### config.mk
export PLATFORM = sky130hd
export DESIGN_NAME = wake_magic_and_mac_if_ctrl
export DESIGN_NICKNAME = d
export VERILOG_FILES = /design/src/magic_matcher.v /design/src/wake_magic_and_mac_if_ctrl.v
export VERILOG_INCLUDE_DIRS = /design/src /design/src/src
export SDC_FILE = /design/constraint.sdc
export NUM_CORES = 1
export LEC_CHECK = 0
export ABC_AREA = 1
export BUFFER_PORTS_ARGS = -buffer_cell sky130_fd_sc_hd__buf_4
export CORE_MARGIN = 2
export CORE_UTILIZATION = 64
export CTS_BUF_LIST = sky130_fd_sc_hd__clkbuf_8
export DETAILED_ROUTE_END_ITERATION = 8
export PLACE_DENSITY_LB_ADDON = 0.05
export SLEW_MARGIN = 5
export SYNTH_ARGS = -nofsm -noshare
export SYNTH_HDL_FRONTEND = slang
export SYNTH_SLANG_ARGS = --single-unit
### constraint.sdc
create_clock -name aclk -period 5.2 [get_ports aclk]
set_input_delay 0.52 -clock aclk [delete_from_list [all_inputs] [get_ports aclk]]
set_output_delay 0.52 -clock aclk [all_outputs]
set_load 0.02 [all_outputs]
### src/wake_mac_if_consts.vh
`ifndef WAKE_MAC_IF_CONSTS_VH
`define WAKE_MAC_IF_CONSTS_VH
// =====================================
// register indices, byte address = index * 4
`define IDX_SKEW 6'h14
`define IDX_ADDR_LO 6'h15
`define IDX_ADDR_MID 6'h16
`define IDX_ADDR_HI 6'h17
`define IDX_PWD_LO 6'h18
`define IDX_PWD_MID 6'h19
`define IDX_PWD_HI 6'h1a
`define IDX_WCTRL 6'h1b
`define IDX_IRQ_STAT 6'h20
`define IDX_IRQ_MASK 6'h21
`define IDX_SOFT 6'h22
// =====================================
// reset values and writable bits
`define SKEW_RST 16'h0000
`define SKEW_WMASK 16'h90ff
`define WCTRL_RST 16'h0ff0
`define WCTRL_WMASK 16'hcff1
`define WORD_RST 16'h0000
`define FULL_WMASK 16'hffff
// =====================================
// field positions
`define SKEW_FLF2 15
`define SKEW_SOF 12
`define SKEW_RXREV 7
`define SKEW_RXDLY_HI 6
`define SKEW_RXDLY_LO 4
`define SKEW_TXREV 3
`define SKEW_TXDLY_HI 2
`define SKEW_TXDLY_LO 0
`define WC_PWD_EN 15
`define WC_PWD_SHORT 14
`define WC_REP_HI 11
`define WC_REP_LO 8
`define WC_EDGE_HI 7
`define WC_EDGE_LO 5
`define WC_REFCLK 4
`define WC_MDINT 0
`define IRQ_MAGIC 0
`define IRQ_FRAME 1
`define IRQ_W 2
`define SOFT_RST_BIT 0
// =====================================
// bus answers and magic packet layout
`define RESP_OKAY 2'b00
`define RESP_SLVERR 2'b10
`define SYNC_BYTE 8'hff
`define SYNC_LEN 3'd6
`define LAST_BYTE 3'd5
`define PWD_SHORT_START 3'd2
`define PWD_FULL_START 3'd0
`endif

### src/magic_matcher.v
`timescale 1ns/10ps
`include "wake_mac_if_consts.vh"
module magic_matcher (
  input wire aclk,
  input wire aresetn,
  input wire soft_rst,
  input wire byte_stb,
  input wire [7:0] byte_data,
  input wire frame_end,
  input wire [47:0] station_addr,
  input wire [47:0] password,
  input wire [3:0] rep_code,
  input wire pwd_en,
  input wire pwd_short,
  output wire in_frame,
  output wire magic_hit
);
  localparam ST_SYNC = 2'd0;
  localparam ST_ADDR = 2'd1;
  localparam ST_PWD = 2'd2;
  localparam ST_HIT = 2'd3;
  reg [1:0] state_ff, nxt_state;
  reg [2:0] ff_cnt_ff, nxt_ff_cnt;
  reg [2:0] idx_ff, nxt_idx;
  reg [3:0] rep_ff, nxt_rep;
  reg hit_ff, nxt_hit;
  reg frame_ff, nxt_frame;
  // first byte on the wire is the most significant one
  wire [5:0] sel = 6'd40 - {idx_ff, 3'b000};
  wire [7:0] addr_byte = station_addr[sel +: 8];
  wire [7:0] pwd_byte = password[sel +: 8];
  wire is_sync = (byte_data == `SYNC_BYTE);
  wire [2:0] restart_cnt = is_sync ? 3'd1 : 3'd0;
  assign magic_hit = hit_ff;
  assign in_frame = frame_ff;
  // =====================================
  // pattern search
  always @* begin
    nxt_state = state_ff;
    nxt_ff_cnt = ff_cnt_ff;
    nxt_idx = idx_ff;
    nxt_rep = rep_ff;
    nxt_frame = frame_ff;
    if (frame_end) begin
      nxt_state = ST_SYNC;
      nxt_ff_cnt = 3'd0;
      nxt_frame = 1'b0;
    end else if (byte_stb) begin
      nxt_frame = 1'b1;
      case (state_ff)
        ST_SYNC: begin
          nxt_ff_cnt = is_sync ? ff_cnt_ff + 3'd1 : 3'd0;
          if (is_sync && ff_cnt_ff == `SYNC_LEN - 3'd1) begin
            nxt_state = ST_ADDR;
            nxt_idx = 3'd0;
            nxt_rep = 4'd0;
          end
        end
        ST_ADDR: begin
          if (byte_data == addr_byte) begin
            nxt_idx = idx_ff + 3'd1;
            if (idx_ff == `LAST_BYTE) begin
              nxt_idx = 3'd0;
              nxt_rep = rep_ff + 4'd1;
              if (rep_ff == rep_code) begin
                nxt_state = pwd_en ? ST_PWD : ST_HIT;
                nxt_idx = pwd_short ? `PWD_SHORT_START : `PWD_FULL_START;
              end
            end
          end else if (!(idx_ff == 3'd0 && rep_ff == 4'd0 && is_sync)) begin
            nxt_state = ST_SYNC;
            nxt_ff_cnt = restart_cnt;
          end
        end
        ST_PWD: begin
          if (byte_data == pwd_byte) begin
            nxt_idx = idx_ff + 3'd1;
            if (idx_ff == `LAST_BYTE) nxt_state = ST_HIT;
          end else begin
            nxt_state = ST_SYNC;
            nxt_ff_cnt = restart_cnt;
          end
        end
        default: nxt_state = ST_HIT;
      endcase
    end
    nxt_hit = (nxt_state == ST_HIT) && (state_ff != ST_HIT);
  end
  always @(posedge aclk) begin
    if (!aresetn || soft_rst) begin
      state_ff <= ST_SYNC;
      ff_cnt_ff <= 3'd0;
      idx_ff <= 3'd0;
      rep_ff <= 4'd0;
      hit_ff <= 1'b0;
      frame_ff <= 1'b0;
    end else begin
      state_ff <= nxt_state;
      ff_cnt_ff <= nxt_ff_cnt;
      idx_ff <= nxt_idx;
      rep_ff <= nxt_rep;
      hit_ff <= nxt_hit;
      frame_ff <= nxt_frame;
    end
  end
endmodule

### src/wake_magic_and_mac_if_ctrl.v
// What this block does
// receive reversal bit flips rx data line order: four lines RGMII, eight otherwise
// transmit reversal bit flips tx data line order; clear means straight mapping
// three-bit rx and tx clock delay codes select 0.2 to 3.4 ns, default 000
// 48-bit wake station address in three 16-bit writable words, low word first
// station address and password words reset to zero
// four-bit repetition code plus one gives required address copies, reset 1111
// password enable adds password match; length bit clear 6 bytes, set 4 bytes
// 48-bit password held in three 16-bit words, ascending order
// reference clock output driven only while its enable bit is set, reset set
// magic packet is six 0xff then address copies; short password uses low 32 bits
// sticky fields survive software reset, cleared only by hardware reset
//
// The AXI4-Lite slave port was chosen for this implementation.
`timescale 1ns/10ps
`include "wake_mac_if_consts.vh"
module wake_magic_and_mac_if_ctrl (
  input wire aclk,
  input wire aresetn,
  input wire [7:0] s_axi_awaddr,
  input wire s_axi_awvalid,
  output wire s_axi_awready,
  input wire [31:0] s_axi_wdata,
  input wire [3:0] s_axi_wstrb,
  input wire s_axi_wvalid,
  output wire s_axi_wready,
  output wire [1:0] s_axi_bresp,
  output wire s_axi_bvalid,
  input wire s_axi_bready,
  input wire [7:0] s_axi_araddr,
  input wire s_axi_arvalid,
  output wire s_axi_arready,
  output wire [31:0] s_axi_rdata,
  output wire [1:0] s_axi_rresp,
  output wire s_axi_rvalid,
  input wire s_axi_rready,
  input wire link_clk,
  input wire link_dv,
  input wire [7:0] link_data,
  input wire rgmii_mode,
  output wire [7:0] mac_rxd,
  output wire mac_rx_dv,
  input wire [7:0] mac_txd,
  input wire mac_tx_en,
  output wire [7:0] line_txd,
  output wire line_tx_en,
  output wire [2:0] rx_clk_delay_sel,
  output wire [2:0] tx_clk_delay_sel,
  output wire flf2_enable,
  output wire sof_enable,
  output wire [2:0] pad_edge_rate,
  output wire mdint_cmos_drive,
  output wire reduced_if_ref_clock_out,
  output wire reduced_if_ref_clock_oe_n,
  output wire wake_on_lan_irq
);
  // =====================================
  // registers
  reg [15:0] skew_ff, wctrl_ff;
  reg [15:0] addr_lo_ff, addr_mid_ff, addr_hi_ff;
  reg [15:0] pwd_lo_ff, pwd_mid_ff, pwd_hi_ff;
  reg [`IRQ_W-1:0] irq_stat_ff, irq_mask_ff, nxt_irq_stat;
  reg soft_rst_ff;
  reg [7:0] aw_addr_ff;
  reg aw_held_ff, w_held_ff, bvalid_ff;
  reg [31:0] wdata_ff;
  reg [3:0] wstrb_ff;
  reg [1:0] bresp_ff;
  reg [31:0] rdata_ff;
  reg [1:0] rresp_ff;
  reg rvalid_ff;
  reg [31:0] rd_word;
  reg rd_ok;
  reg wr_ok;
  // =====================================
  // pin synchronisers: two flops before any use
  localparam SYNC_W = 20;
  wire [SYNC_W-1:0] pins_raw;
  reg [SYNC_W-1:0] pins_meta_ff, pins_ff;
  assign pins_raw = {link_clk, link_dv, link_data, mac_tx_en, mac_txd, rgmii_mode};
  wire link_clk_s = pins_ff[19];
  wire link_dv_s = pins_ff[18];
  wire [7:0] link_data_s = pins_ff[17:10];
  wire tx_en_s = pins_ff[9];
  wire [7:0] txd_s = pins_ff[8:1];
  wire rgmii_s = pins_ff[0];
  always @(posedge aclk) begin
    if (!aresetn) begin
      pins_meta_ff <= {SYNC_W{1'b0}};
      pins_ff <= {SYNC_W{1'b0}};
    end else begin
      pins_meta_ff <= pins_raw;
      pins_ff <= pins_meta_ff;
    end
  end
  // =====================================
  // link edge finder and frame tracking
  reg link_clk_q_ff, dv_last_ff;
  wire link_rise = link_clk_s && !link_clk_q_ff;
  wire byte_stb = link_rise && link_dv_s;
  wire frame_end = link_rise && !link_dv_s && dv_last_ff;
  always @(posedge aclk) begin
    if (!aresetn || soft_rst_ff) begin
      link_clk_q_ff <= 1'b0;
      dv_last_ff <= 1'b0;
    end else begin
      link_clk_q_ff <= link_clk_s;
      if (link_rise) dv_last_ff <= link_dv_s;
    end
  end
  // =====================================
  // data line reordering toward and from the mac
  wire rx_rev = skew_ff[`SKEW_RXREV];
  wire tx_rev = skew_ff[`SKEW_TXREV];
  wire [7:0] rx_map, tx_map;
  genvar gi;
  generate
    for (gi = 0; gi < 8; gi = gi + 1) begin : g_rev
      if (gi < 4) begin : g_lo
        assign rx_map[gi] = !rx_rev ? link_data_s[gi] :
          (rgmii_s ? link_data_s[3-gi] : link_data_s[7-gi]);
        assign tx_map[gi] = !tx_rev ? txd_s[gi] :
          (rgmii_s ? txd_s[3-gi] : txd_s[7-gi]);
      end else begin : g_hi
        assign rx_map[gi] = (rx_rev && !rgmii_s) ? link_data_s[7-gi] : link_data_s[gi];
        assign tx_map[gi] = (tx_rev && !rgmii_s) ? txd_s[7-gi] : txd_s[gi];
      end
    end
  endgenerate
  reg [7:0] mac_rxd_ff, line_txd_ff;
  reg mac_rx_dv_ff, line_tx_en_ff;
  always @(posedge aclk) begin
    if (!aresetn) begin
      mac_rxd_ff <= 8'h00;
      mac_rx_dv_ff <= 1'b0;
      line_txd_ff <= 8'h00;
      line_tx_en_ff <= 1'b0;
    end else begin
      if (link_rise) begin
        mac_rxd_ff <= rx_map;
        mac_rx_dv_ff <= link_dv_s;
      end
      line_txd_ff <= tx_map;
      line_tx_en_ff <= tx_en_s;
    end
  end
  assign mac_rxd = mac_rxd_ff;
  assign mac_rx_dv = mac_rx_dv_ff;
  assign line_txd = line_txd_ff;
  assign line_tx_en = line_tx_en_ff;
  // =====================================
  // magic packet search
  wire magic_hit, in_frame;
  magic_matcher u_match (
    .aclk(aclk),
    .aresetn(aresetn),
    .soft_rst(soft_rst_ff),
    .byte_stb(byte_stb),
    .byte_data(link_data_s),
    .frame_end(frame_end),
    .station_addr({addr_hi_ff, addr_mid_ff, addr_lo_ff}),
    .password({pwd_hi_ff, pwd_mid_ff, pwd_lo_ff}),
    .rep_code(wctrl_ff[`WC_REP_HI:`WC_REP_LO]),
    .pwd_en(wctrl_ff[`WC_PWD_EN]),
    .pwd_short(wctrl_ff[`WC_PWD_SHORT]),
    .in_frame(in_frame),
    .magic_hit(magic_hit)
  );
  // =====================================
  // reference clock output
  reg ref_clk_ff, ref_oe_n_ff;
  wire ref_en = wctrl_ff[`WC_REFCLK];
  always @(posedge aclk) begin
    if (!aresetn) begin
      ref_clk_ff <= 1'b0;
      ref_oe_n_ff <= 1'b1;
    end else begin
      ref_clk_ff <= ref_en ? !ref_clk_ff : 1'b0;
      ref_oe_n_ff <= !ref_en;
    end
  end
  assign reduced_if_ref_clock_out = ref_clk_ff;
  assign reduced_if_ref_clock_oe_n = ref_oe_n_ff;
  // =====================================
  // axi4-lite write channel
  function [15:0] merge;
    input [15:0] old;
    input [31:0] wd;
    input [3:0] st;
    input [15:0] wm;
    reg [15:0] nw;
    begin
      nw = {st[1] ? wd[15:8] : old[15:8], st[0] ? wd[7:0] : old[7:0]};
      merge = (nw & wm) | (old & ~wm);
    end
  endfunction
  assign s_axi_awready = !aw_held_ff && !bvalid_ff;
  assign s_axi_wready = !w_held_ff && !bvalid_ff;
  assign s_axi_bvalid = bvalid_ff;
  assign s_axi_bresp = bresp_ff;
  wire wr_fire = aw_held_ff && w_held_ff && !bvalid_ff;
  wire [5:0] wr_idx = aw_addr_ff[7:2];
  always @* begin
    case (wr_idx)
      `IDX_SKEW, `IDX_ADDR_LO, `IDX_ADDR_MID, `IDX_ADDR_HI,
      `IDX_PWD_LO, `IDX_PWD_MID, `IDX_PWD_HI, `IDX_WCTRL,
      `IDX_IRQ_STAT, `IDX_IRQ_MASK, `IDX_SOFT: wr_ok = 1'b1;
      default: wr_ok = 1'b0;
    endcase
  end
  always @(posedge aclk) begin
    if (!aresetn) begin
      aw_held_ff <= 1'b0;
      w_held_ff <= 1'b0;
      bvalid_ff <= 1'b0;
      aw_addr_ff <= 8'h00;
      wdata_ff <= 32'h00000000;
      wstrb_ff <= 4'h0;
      bresp_ff <= `RESP_OKAY;
    end else begin
      if (s_axi_awvalid && s_axi_awready) begin
        aw_held_ff <= 1'b1;
        aw_addr_ff <= s_axi_awaddr;
      end
      if (s_axi_wvalid && s_axi_wready) begin
        w_held_ff <= 1'b1;
        wdata_ff <= s_axi_wdata;
        wstrb_ff <= s_axi_wstrb;
      end
      if (wr_fire) begin
        aw_held_ff <= 1'b0;
        w_held_ff <= 1'b0;
        bvalid_ff <= 1'b1;
        bresp_ff <= wr_ok ? `RESP_OKAY : `RESP_SLVERR;
      end else if (bvalid_ff && s_axi_bready) begin
        bvalid_ff <= 1'b0;
      end
    end
  end
  // =====================================
  // sticky configuration, hardware reset only except the flf2 enable bit
  wire wr_lo = wr_fire && wstrb_ff[0];
  always @(posedge aclk) begin
    if (!aresetn) begin
      skew_ff <= `SKEW_RST;
      wctrl_ff <= `WCTRL_RST;
      addr_lo_ff <= `WORD_RST;
      addr_mid_ff <= `WORD_RST;
      addr_hi_ff <= `WORD_RST;
      pwd_lo_ff <= `WORD_RST;
      pwd_mid_ff <= `WORD_RST;
      pwd_hi_ff <= `WORD_RST;
    end else begin
      // flf2 enable is the only non-sticky field here
      if (soft_rst_ff) skew_ff[`SKEW_FLF2] <= 1'b0;
      if (wr_fire) begin
        case (wr_idx)
          `IDX_SKEW: skew_ff <= merge(skew_ff, wdata_ff, wstrb_ff, `SKEW_WMASK);
          `IDX_ADDR_LO: addr_lo_ff <= merge(addr_lo_ff, wdata_ff, wstrb_ff, `FULL_WMASK);
          `IDX_ADDR_MID: addr_mid_ff <= merge(addr_mid_ff, wdata_ff, wstrb_ff, `FULL_WMASK);
          `IDX_ADDR_HI: addr_hi_ff <= merge(addr_hi_ff, wdata_ff, wstrb_ff, `FULL_WMASK);
          `IDX_PWD_LO: pwd_lo_ff <= merge(pwd_lo_ff, wdata_ff, wstrb_ff, `FULL_WMASK);
          `IDX_PWD_MID: pwd_mid_ff <= merge(pwd_mid_ff, wdata_ff, wstrb_ff, `FULL_WMASK);
          `IDX_PWD_HI: pwd_hi_ff <= merge(pwd_hi_ff, wdata_ff, wstrb_ff, `FULL_WMASK);
          `IDX_WCTRL: wctrl_ff <= merge(wctrl_ff, wdata_ff, wstrb_ff, `WCTRL_WMASK);
          default: skew_ff <= skew_ff;
        endcase
      end
    end
  end
  assign rx_clk_delay_sel = skew_ff[`SKEW_RXDLY_HI:`SKEW_RXDLY_LO];
  assign tx_clk_delay_sel = skew_ff[`SKEW_TXDLY_HI:`SKEW_TXDLY_LO];
  assign flf2_enable = skew_ff[`SKEW_FLF2];
  assign sof_enable = skew_ff[`SKEW_SOF];
  assign pad_edge_rate = wctrl_ff[`WC_EDGE_HI:`WC_EDGE_LO];
  assign mdint_cmos_drive = wctrl_ff[`WC_MDINT];
  // =====================================
  // soft reset and interrupts, cleared by soft reset too
  wire [`IRQ_W-1:0] irq_ev;
  wire [`IRQ_W-1:0] irq_clr;
  assign irq_ev = {frame_end, magic_hit};
  assign irq_clr = (wr_lo && wr_idx == `IDX_IRQ_STAT) ? wdata_ff[`IRQ_W-1:0] : {`IRQ_W{1'b0}};
  always @* begin
    nxt_irq_stat = (irq_stat_ff & ~irq_clr) | irq_ev;
  end
  always @(posedge aclk) begin
    if (!aresetn) begin
      soft_rst_ff <= 1'b0;
      irq_stat_ff <= {`IRQ_W{1'b0}};
      irq_mask_ff <= {`IRQ_W{1'b0}};
    end else begin
      soft_rst_ff <= wr_lo && wr_idx == `IDX_SOFT && wdata_ff[`SOFT_RST_BIT];
      if (soft_rst_ff) begin
        irq_stat_ff <= {`IRQ_W{1'b0}};
        irq_mask_ff <= {`IRQ_W{1'b0}};
      end else begin
        irq_stat_ff <= nxt_irq_stat;
        if (wr_lo && wr_idx == `IDX_IRQ_MASK) irq_mask_ff <= wdata_ff[`IRQ_W-1:0];
      end
    end
  end
  assign wake_on_lan_irq = |(irq_stat_ff & irq_mask_ff);
  // =====================================
  // axi4-lite read channel
  wire [5:0] rd_idx = s_axi_araddr[7:2];
  always @* begin
    rd_ok = 1'b1;
    rd_word = 32'h00000000;
    case (rd_idx)
      `IDX_SKEW: rd_word[15:0] = skew_ff;
      `IDX_ADDR_LO: rd_word[15:0] = addr_lo_ff;
      `IDX_ADDR_MID: rd_word[15:0] = addr_mid_ff;
      `IDX_ADDR_HI: rd_word[15:0] = addr_hi_ff;
      `IDX_PWD_LO: rd_word[15:0] = pwd_lo_ff;
      `IDX_PWD_MID: rd_word[15:0] = pwd_mid_ff;
      `IDX_PWD_HI: rd_word[15:0] = pwd_hi_ff;
      `IDX_WCTRL: rd_word[15:0] = wctrl_ff;
      `IDX_IRQ_STAT: rd_word[`IRQ_W-1:0] = irq_stat_ff;
      `IDX_IRQ_MASK: rd_word[`IRQ_W-1:0] = irq_mask_ff;
      `IDX_SOFT: rd_word[2:1] = {rgmii_s, in_frame};
      default: rd_ok = 1'b0;
    endcase
  end
  assign s_axi_arready = !rvalid_ff;
  assign s_axi_rvalid = rvalid_ff;
  assign s_axi_rdata = rdata_ff;
  assign s_axi_rresp = rresp_ff;
  always @(posedge aclk) begin
    if (!aresetn) begin
      rvalid_ff <= 1'b0;
      rdata_ff <= 32'h00000000;
      rresp_ff <= `RESP_OKAY;
    end else if (s_axi_arvalid && !rvalid_ff) begin
      rvalid_ff <= 1'b1;
      rdata_ff <= rd_word;
      rresp_ff <= rd_ok ? `RESP_OKAY : `RESP_SLVERR;
    end else if (rvalid_ff && s_axi_rready) begin
      rvalid_ff <= 1'b0;
    end
  end
endmodule

==> out/qor.txt, run 1 <==
Status -> finished, final reports clean
Fraction of final layout cells with drive strength greater than 1 -> 12.3%
Overall power -> 3.92 mW
Detailed router's first-iteration violation count -> 1230
Routed WL -> 33100 µm
Average instance area after synthesis -> 7.13 µm²
Number of storage elements in the synthesis netlist -> 244
Post-synth EDFFs -> 0
Number of search-and-repair iterations in the first detailed-routing pass -> 6
Fraction of registers with async set/reset -> 0%
IO Count -> 153
GR Overflow Total -> 0
DRC viols -> 0
Pre-CTS WS -> 2.53 ns
P per Cell Area -> 308 mW/mm²
CTS root buffer -> clkbuf_8
Vias after detailed routing -> 11000
Total of max-cap violations -> 0
LEAKAGE -> 5.59 nW
Period minus WS final -> 2.62 ns
Part of the cycle the worst path needs -> 50.3%
Number of filler cells placed in the layout -> 1440
GR Util All Layers -> 35.9%
Layout overhead on the synthesized area -> 14.3%
Number of placed cells counting well taps -> 1831
Final-report hold violation count -> 0
Max-slew violation total from the final report -> 0
Capturing element type of the critical path -> register
Weighted congestion at the end of routability-driven global placement -> 1.03
Setup violations, final -> 0
Crit path kind -> register to register
Die X-Extent -> 136 µm
Sum of negative setup slack -> 0 ns
Antenna violation net count after detailed routing -> 0
Antenna fix cells -> 0
Routed wire length per instance -> 17.4 µm
Source-to-sink clock delay at the later pin of the worst-skew pair -> 0.55 ns
Setup slack on the worst flop-to-flop path -> 2.58 ns
Peak supply drop -> 0.000255 V
Final worst slack -> 2.58 ns
CTS tree -> yes
Worst endpoint data arrival time -> 3.04 ns
CTS hold repair buffers -> 0
Die area -> 0.0184 mm²
Max Clk Rate -> 0.382 GHz
Startpoint class of the critical path -> register
Mapped Cells -> 1559
Transition time at the pin with the least slew margin -> 1.11 ns
Count of unique library cells instantiated by Yosys -> 46
Path type of the worst min-delay path -> input pin to register
I/O Buffers -> 112
H-tree depth reported by CTS -> 2
Most common library cell in the layout ignoring fill and taps -> nand2_1
Relative slew slack -> 26.3%
Synth Warn # -> 0
Via count of the first global-routing pass -> 9972
Area of the mapped netlist -> 0.0111 mm²
Starting density of the core -> 65.0%
Initial antenna violation count -> 0
Clk pin slew, worst setup/hold paths -> 0.06 ns
Setup repair after global routing missed its margin -> no
Post-layout nets -> 1738
Vias per cell -> 5.77
Dpl hpwl -> 23300 µm
Global-route wire length before repair -> 51300 µm
Buffer count from post-CTS setup fixing -> 0
Core area -> 0.0171 mm²
Post-cts repair resize count -> 0
Final core utilization -> 74.3%
Number of CTS-inserted buffers -> 40
Sink count of the clock tree -> 244
Number of buffers on the longest clock path -> 3
Setup Skew -> 0.0222 ns
Most instantiated flip-flop cell in the synthesis netlist -> dfxtp_1
Sequential element share of the synthesized area -> 43.9%
Core Rows -> 48
Worst-path fanout max -> 31
Largest net degree at the start of global routing -> 125
Vertical die dimension -> 136 µm
WP data required -> 5.62 ns
Commonest cells after routing, fill and taps aside -> nand2_1 (276), inv_1 (245), dfxtp_1 (243), o21ai_0 (170), a21oi_1 (165)
Final Instance Count excl. Fillers -> 1900
==> critical path: stages, from the launching register on <==
cell and delay, ns:
dfxtp_2 0.31, inv_1 0.74, nand2_1 0.09, o21ai_0 0.14, nand2_1 0.11, nand3_1 0.10
nand2_1 0.05, nand2_1 0.07, nand2_1 0.08, nor2_2 0.14, nand2_2 0.12, nand2_1 0.13
nand3_2 0.12, o21ai_2 0.22, a21oi_1 0.07
==> routing by layer <==
layer  track usage, %  up-vias  wire, µm
li1                 -     5252         -
met1             46.4     4948     13400
met2             56.0      618     14300
met3             7.08      142      3370
met4             21.2        0      2020
met5                0        -         0
==> power by group <==
part | switching (mW) | internal [mW] | leakage, nW
registers | 0.0453 | 1.92 | 1.98
clock network | 0.771 | 0.926 | 0.446
logic | 0.174 | 0.0894 | 3.16
==> cell families after synthesis <==
family                     share of synthesized area (%)
other                                             0.0337
AOI/OAI and AO/OA                                   21.8
xor gates and xnor gates                           0.473
DFF                                                 43.9
buffers and inverters                               12.5
adders and majority gates                           1.24
and+or+nand+nor                                     20.0
==> final timing paths <==
path | from | end | cells past startpoint
worst min-delay path | mac_txd[3] | pins_meta_ff[4]$_SDFF_PN0_ | 3
worst max register to register | u_match.idx_ff[0]$_SDFFE_PP0P_ | u_match.rep_ff[0]$_SDFFE_PP0P_ | 14
worst max-delay path | u_match.idx_ff[0]$_SDFFE_PP0P_ | u_match.rep_ff[0]$_SDFFE_PP0P_ | 14
worst min register to register | pins_meta_ff[9]$_SDFF_PN0_ | pins_ff[9]$_SDFF_PN0_ | 2
==> flip-flops by register name (all words and copies together) (netlist names), 8 cells and up <==
signal        count
addr_lo_ff       16
wctrl_ff         11
pwd_mid_ff       16
pwd_lo_ff        16
wdata_ff         16
line_txd          8
s_axi_rdata      16
skew_ff          10
pwd_hi_ff        16
mac_rxd           8
addr_mid_ff      16
pins_meta_ff     20
addr_hi_ff       16
pins_ff          20
==> layout make-up <==
class                           count  area [µm²]  area share, %
Clock buffer                       47         647           5.09
Clock inverter                     22         160           1.26
Inverter                          243         912           7.17
Multi-Input combinational cell    996        4910           38.6
Sequential cell                   244        4890           38.4
Tap cell                          225         282           2.21
Timing Repair Buffer              123         923           7.26
==> per-stage QoR <==
step,cell area (µm²),hold WS (ns)
CTS,12700,0.149
detailed placement,11900,0.398
finish,12700,0.164
global placement,11900,0.392
global route,12700,0.163
floorplan,11200,0.388
==> cell usage after synthesis (all sizes together) (23+ instances only) <==
master	count	area, µm²
nand2	280	1070
dfxtp	244	4880
inv	237	890
o21ai	172	865
a21oi	166	842
nor2	133	529
nand3	74	380
clkbuf	49	184
buf	44	298
o211ai	29	223
o22ai	29	181
nand4	23	144
No activity file was read; power rests on OpenSTA's default activity.
==> run 2: changes to the inputs <==
- ABC_AREA: 1 -> 0
- CORE_UTILIZATION: 64 -> 60
- clock period: 5.2 -> 2.47 ns (I/O delays scaled with it)
==> run 2 against run 1 <==
Compared with the run above:
- the run now ends with negative setup slack left
- area after synthesis rose by 2.1%
- non-clock buffer count rose by 134
- wire length rose by 1.2%
- final cell count fell by 12%
- first-iteration DRC count fell by 30%
- core utilization rose by 2.0 points
- fmax fell by 4.4%
- clock-buffer cell count did not move
- via count fell by 10%
- die area rose by 8.6%
- largest cell class unchanged
==> out/qor.txt, run 2 <==
Synth Warn # -> 0 (unchanged)
Layout overhead on the synthesized area -> 25.2%
R2R Path End -> u_match.magic_hit$_SDFF_PP0_
Hold Crit Start -> s_axi_arvalid
Global-route wire length before repair -> 51300 µm (about the same)
Crit path kind -> register to register
DRC viols -> 0 (unchanged)
Part of the cycle the worst path needs -> 111% (+60 points)
Most repeated cell in the gate-level netlist after synthesis -> dfxtp_1
Number of CTS-inserted buffers -> 41 (+2.5%)
Worst-path fanout max -> 6 (-81%)
Post-synth EDFFs -> 0 (unchanged)
Total of max-cap violations -> 0 (unchanged)
Final worst slack -> -0.267 ns (-2.85 ns)
Fraction of final layout cells with drive strength greater than 1 -> 23.7% (+11 points)
Source-to-sink clock delay at the later pin of the worst-skew pair -> 0.55 ns (about the same)
Peak supply drop -> 0.000564 V (+120%)
Routed WL -> 33500 µm (+1.2%)
Fraction of registers with async set/reset -> 0% (unchanged)
Hold slack final -> 0.261 ns (+0.0972 ns)
Vias per cell -> 5.85 (+1.4%)
FF-to-FF Start -> u_match.idx_ff[0]$_SDFFE_PP0P_
Max Clk Rate -> 0.365 GHz (-4.4%)
Weighted congestion at the end of routability-driven global placement -> 1.03 (about the same)
Setup violations, final -> 13 (+13)
Vias after detailed routing -> 9824 (-10%)
GR Overflow Total -> 0 (unchanged)
Most common library cell in the layout ignoring fill and taps -> dfxtp_1
Core Rows -> 50 (+4.2%)
Setup slack on the worst flop-to-flop path -> -0.27 ns (-2.85 ns)
Die X-Extent -> 142 µm (+4.2%)
Cell taking the most area after synthesis -> dfxtp_1
Endpoint of the worst hold-timing path -> s_axi_rresp[1]$_SDFFE_PN0P_
Setup repair after global routing missed its margin -> yes
Sequential element share of the synthesized area -> 43.0% (-0.90 points)
Leading cell types by count after synthesis -> dfxtp_1 (244), nor2_1 (197), mux2i_1 (160)
Capturing element type of the critical path -> register
I/O Buffers -> 112 (unchanged)
Routed wire length per instance -> 20.0 µm (+14%)
Number of storage elements in the synthesis netlist -> 244 (unchanged)
Average instance area after synthesis -> 9.36 µm² (+31%)
Core area -> 0.0186 mm² (+8.9%)
Mapped Cells -> 1213 (-22%)
Count of unique library cells instantiated by Yosys -> 70 (+52%)
Area of the mapped netlist -> 0.0114 mm² (+2.1%)
Post-layout nets -> 1507 (-13%)
Relative slew slack -> 43.4% (+17 points)
Antenna violation net count after detailed routing -> 0 (unchanged)
Met2 Track Usage GR -> 51.8% (-4.1 points)
Max-slew violation total from the final report -> 0 (unchanged)
Setup Skew -> 0.0147 ns (-0.00751 ns)
Period minus WS final -> 2.74 ns (+0.119 ns)
Sum of negative setup slack -> -2.46 ns (-2.46 ns)
Number of buffers on the longest clock path -> 3 (unchanged)
Fraction of post-synthesis cell area in the top cell type by area -> 43.0% (-0.90 points)
R2r worst-path depth -> 10 (-4)
Global-route track usage on met1 -> 45.4% (-0.98 points)
Dpl hpwl -> 22600 µm (-3.4%)
Sink count of the clock tree -> 244 (unchanged)
Via count of the first global-routing pass -> 9169 (-8.1%)
Met3 track demand over resource -> 7.80% (+0.71 points)
P per Cell Area -> 592 mW/mm² (+92%)
Commonest cells after routing, fill and taps aside -> dfxtp_1 (242), buf_4 (200), nor2_1 (197), mux2i_1 (158), nand2_1 (87)
Status -> finished with violations
Die area -> 0.0200 mm² (+8.6%)
Detailed router's first-iteration violation count -> 858 (-30%)
Initial antenna violation count -> 0 (unchanged)
Number of cells on the worst hold path -> 4 (+1)
Number of search-and-repair iterations in the first detailed-routing pass -> 6 (unchanged)
CTS root buffer -> clkbuf_8
Transition time at the pin with the least slew margin -> 0.849 ns (-0.257 ns)
CTS tree -> yes
Highest-utilization routing layer at the global route stage -> met2
Antenna fix cells -> 0 (unchanged)
WP data required -> 2.96 ns (-2.66 ns)
Path type of the worst min-delay path -> input pin to register
GR Util All Layers -> 33.1% (-2.8 points)
Vertical die dimension -> 142 µm (+4.2%)
Largest regs -> pins_ff x20, pins_meta_ff x20
Final core utilization -> 76.2% (+2.0 points)
Violations in the final reports -> negative setup slack
Largest net degree at the start of global routing -> 170 (+36%)
Starting density of the core -> 60.9% (-4.1 points)
H-tree depth reported by CTS -> 2 (unchanged)
Number of filler cells placed in the layout -> 1383 (-4.0%)
Final-report hold violation count -> 0 (unchanged)
Clk pin slew, worst setup/hold paths -> 0.07 ns (about the same)
Worst endpoint data arrival time -> 3.23 ns (+0.19 ns)
LEAKAGE -> 5.72 nW (+2.4%)
Pre-CTS WS -> -0.289 ns (-2.82 ns)
Most instantiated flip-flop cell in the synthesis netlist -> dfxtp_1
Startpoint class of the critical path -> register
IO Count -> 153 (unchanged)
Cell types occupying the most area after synthesis -> dfxtp_1 (43%), mux2i_1 (14%), nor2_1 (6.5%), mux4_2 (4.8%), nand2_1 (2.9%)
run 2: changes by cell type after synthesis, sizes merged, moves of 24 or more:
| cell | delta |
|---|---|
| a21oi | -114 |
| and2 | +50 |
| inv | -221 |
| mux2i | +160 |
| mux4 | +24 |
| nand2 | -193 |
| nand3 | -46 |
| nor2 | +65 |
| o211ai | -26 |
| o21ai | -149 |
| o22ai | -29 |
run 2: per-layer routing:
layer / routed length, µm / vias to the layer above
li1: - / 4626
met1: 14400 / 4684
met2: 15000 / 437
met3: 3040 / 77
met4: 1090 / 0
met5: 0 / -
run 2: final cells by class:
cell class | instances | area [µm²] | area share (%)
sequential | 244 | 4890 | 34.4
clock inverter | 25 | 169 | 1.19
tap | 234 | 293 | 2.06
clock buffer | 47 | 647 | 4.55
multi-input combinational | 857 | 6000 | 42.2
timing repair buffer | 257 | 2150 | 15.1
inverter | 16 | 66.3 | 0.467
run 2: power by group:
group | switching (mW) | internal, mW
Sequential | 0.114 | 4.03
Clock | 1.64 | 1.96
Combinational | 0.367 | 0.305
run 2: kinds of logic after synthesis:
family	after synthesis	share of synthesized area, %
AOI/OAI and AO/OA	164	9.84
xor gates and xnor gates	15	1.16
adders and majority gates	11	1.21
buffers and inverters	129	5.65
DFF	244	43.0
muxes	202	20.7
other	1	0.0330
and+or+nand+nor	447	18.4
run 2: worst max-delay path: stages (launching register included):
cell	delay, ns
dfxtp_4	0.39
buf_12	0.14
mux4_2	0.52
a22oi_2	0.17
xnor2_1	0.14
nor4_4	0.28
buf_4	0.17
nand3_2	0.10
o311a_1	0.39
a211oi_2	0.20
a21boi_2	0.17
run 2: what timing repair did:
| action | 4_1_cts | 5_1_grt |
|---|---|---|
| hold buffers | 48 | 0 |
| hold endpoints to repair | 51 | 0 |
| gates resized for setup | 16 | 13 |
| setup buffers | 6 | 1 |
| pin swaps | 6 | 7 |
| gates cloned | 1 | 0 |
| setup endpoints to repair | 13 | 13 |
run 2: worst max path at each step:
stage	end	from	cells after the start	slack, ns
3_5_place_dp	u_match.magic_hit$_SDFF_PP0_	u_match.idx_ff[0]$_SDFFE_PP0P_	10	-0.29
3_3_place_gp	u_match.magic_hit$_SDFF_PP0_	u_match.idx_ff[0]$_SDFFE_PP0P_	10	-0.24
6_report	u_match.magic_hit$_SDFF_PP0_	u_match.idx_ff[0]$_SDFFE_PP0P_	10	-0.27
4_1_cts	u_match.magic_hit$_SDFF_PP0_	u_match.idx_ff[0]$_SDFFE_PP0P_	10	-0.23
2_1_floorplan	u_match.ff_cnt_ff[1]$_SDFFE_PP0P_	u_match.idx_ff[0]$_SDFFE_PP0P_	11	-0.18
5_1_grt	u_match.magic_hit$_SDFF_PP0_	u_match.idx_ff[0]$_SDFFE_PP0P_	10	-0.31
run 2: metrics by stage:
step | cells | instance area (µm²) | total power [mW]
2_1_floorplan | 1230 | 11400 | 4.58
3_3_place_gp | 1552 | 12700 | 4.80
3_5_place_dp | 1552 | 12700 | 4.82
4_1_cts | 1679 | 14100 | 8.43
5_1_grt | 1680 | 14200 | 8.70
6_report | 1680 | 14200 | 8.41
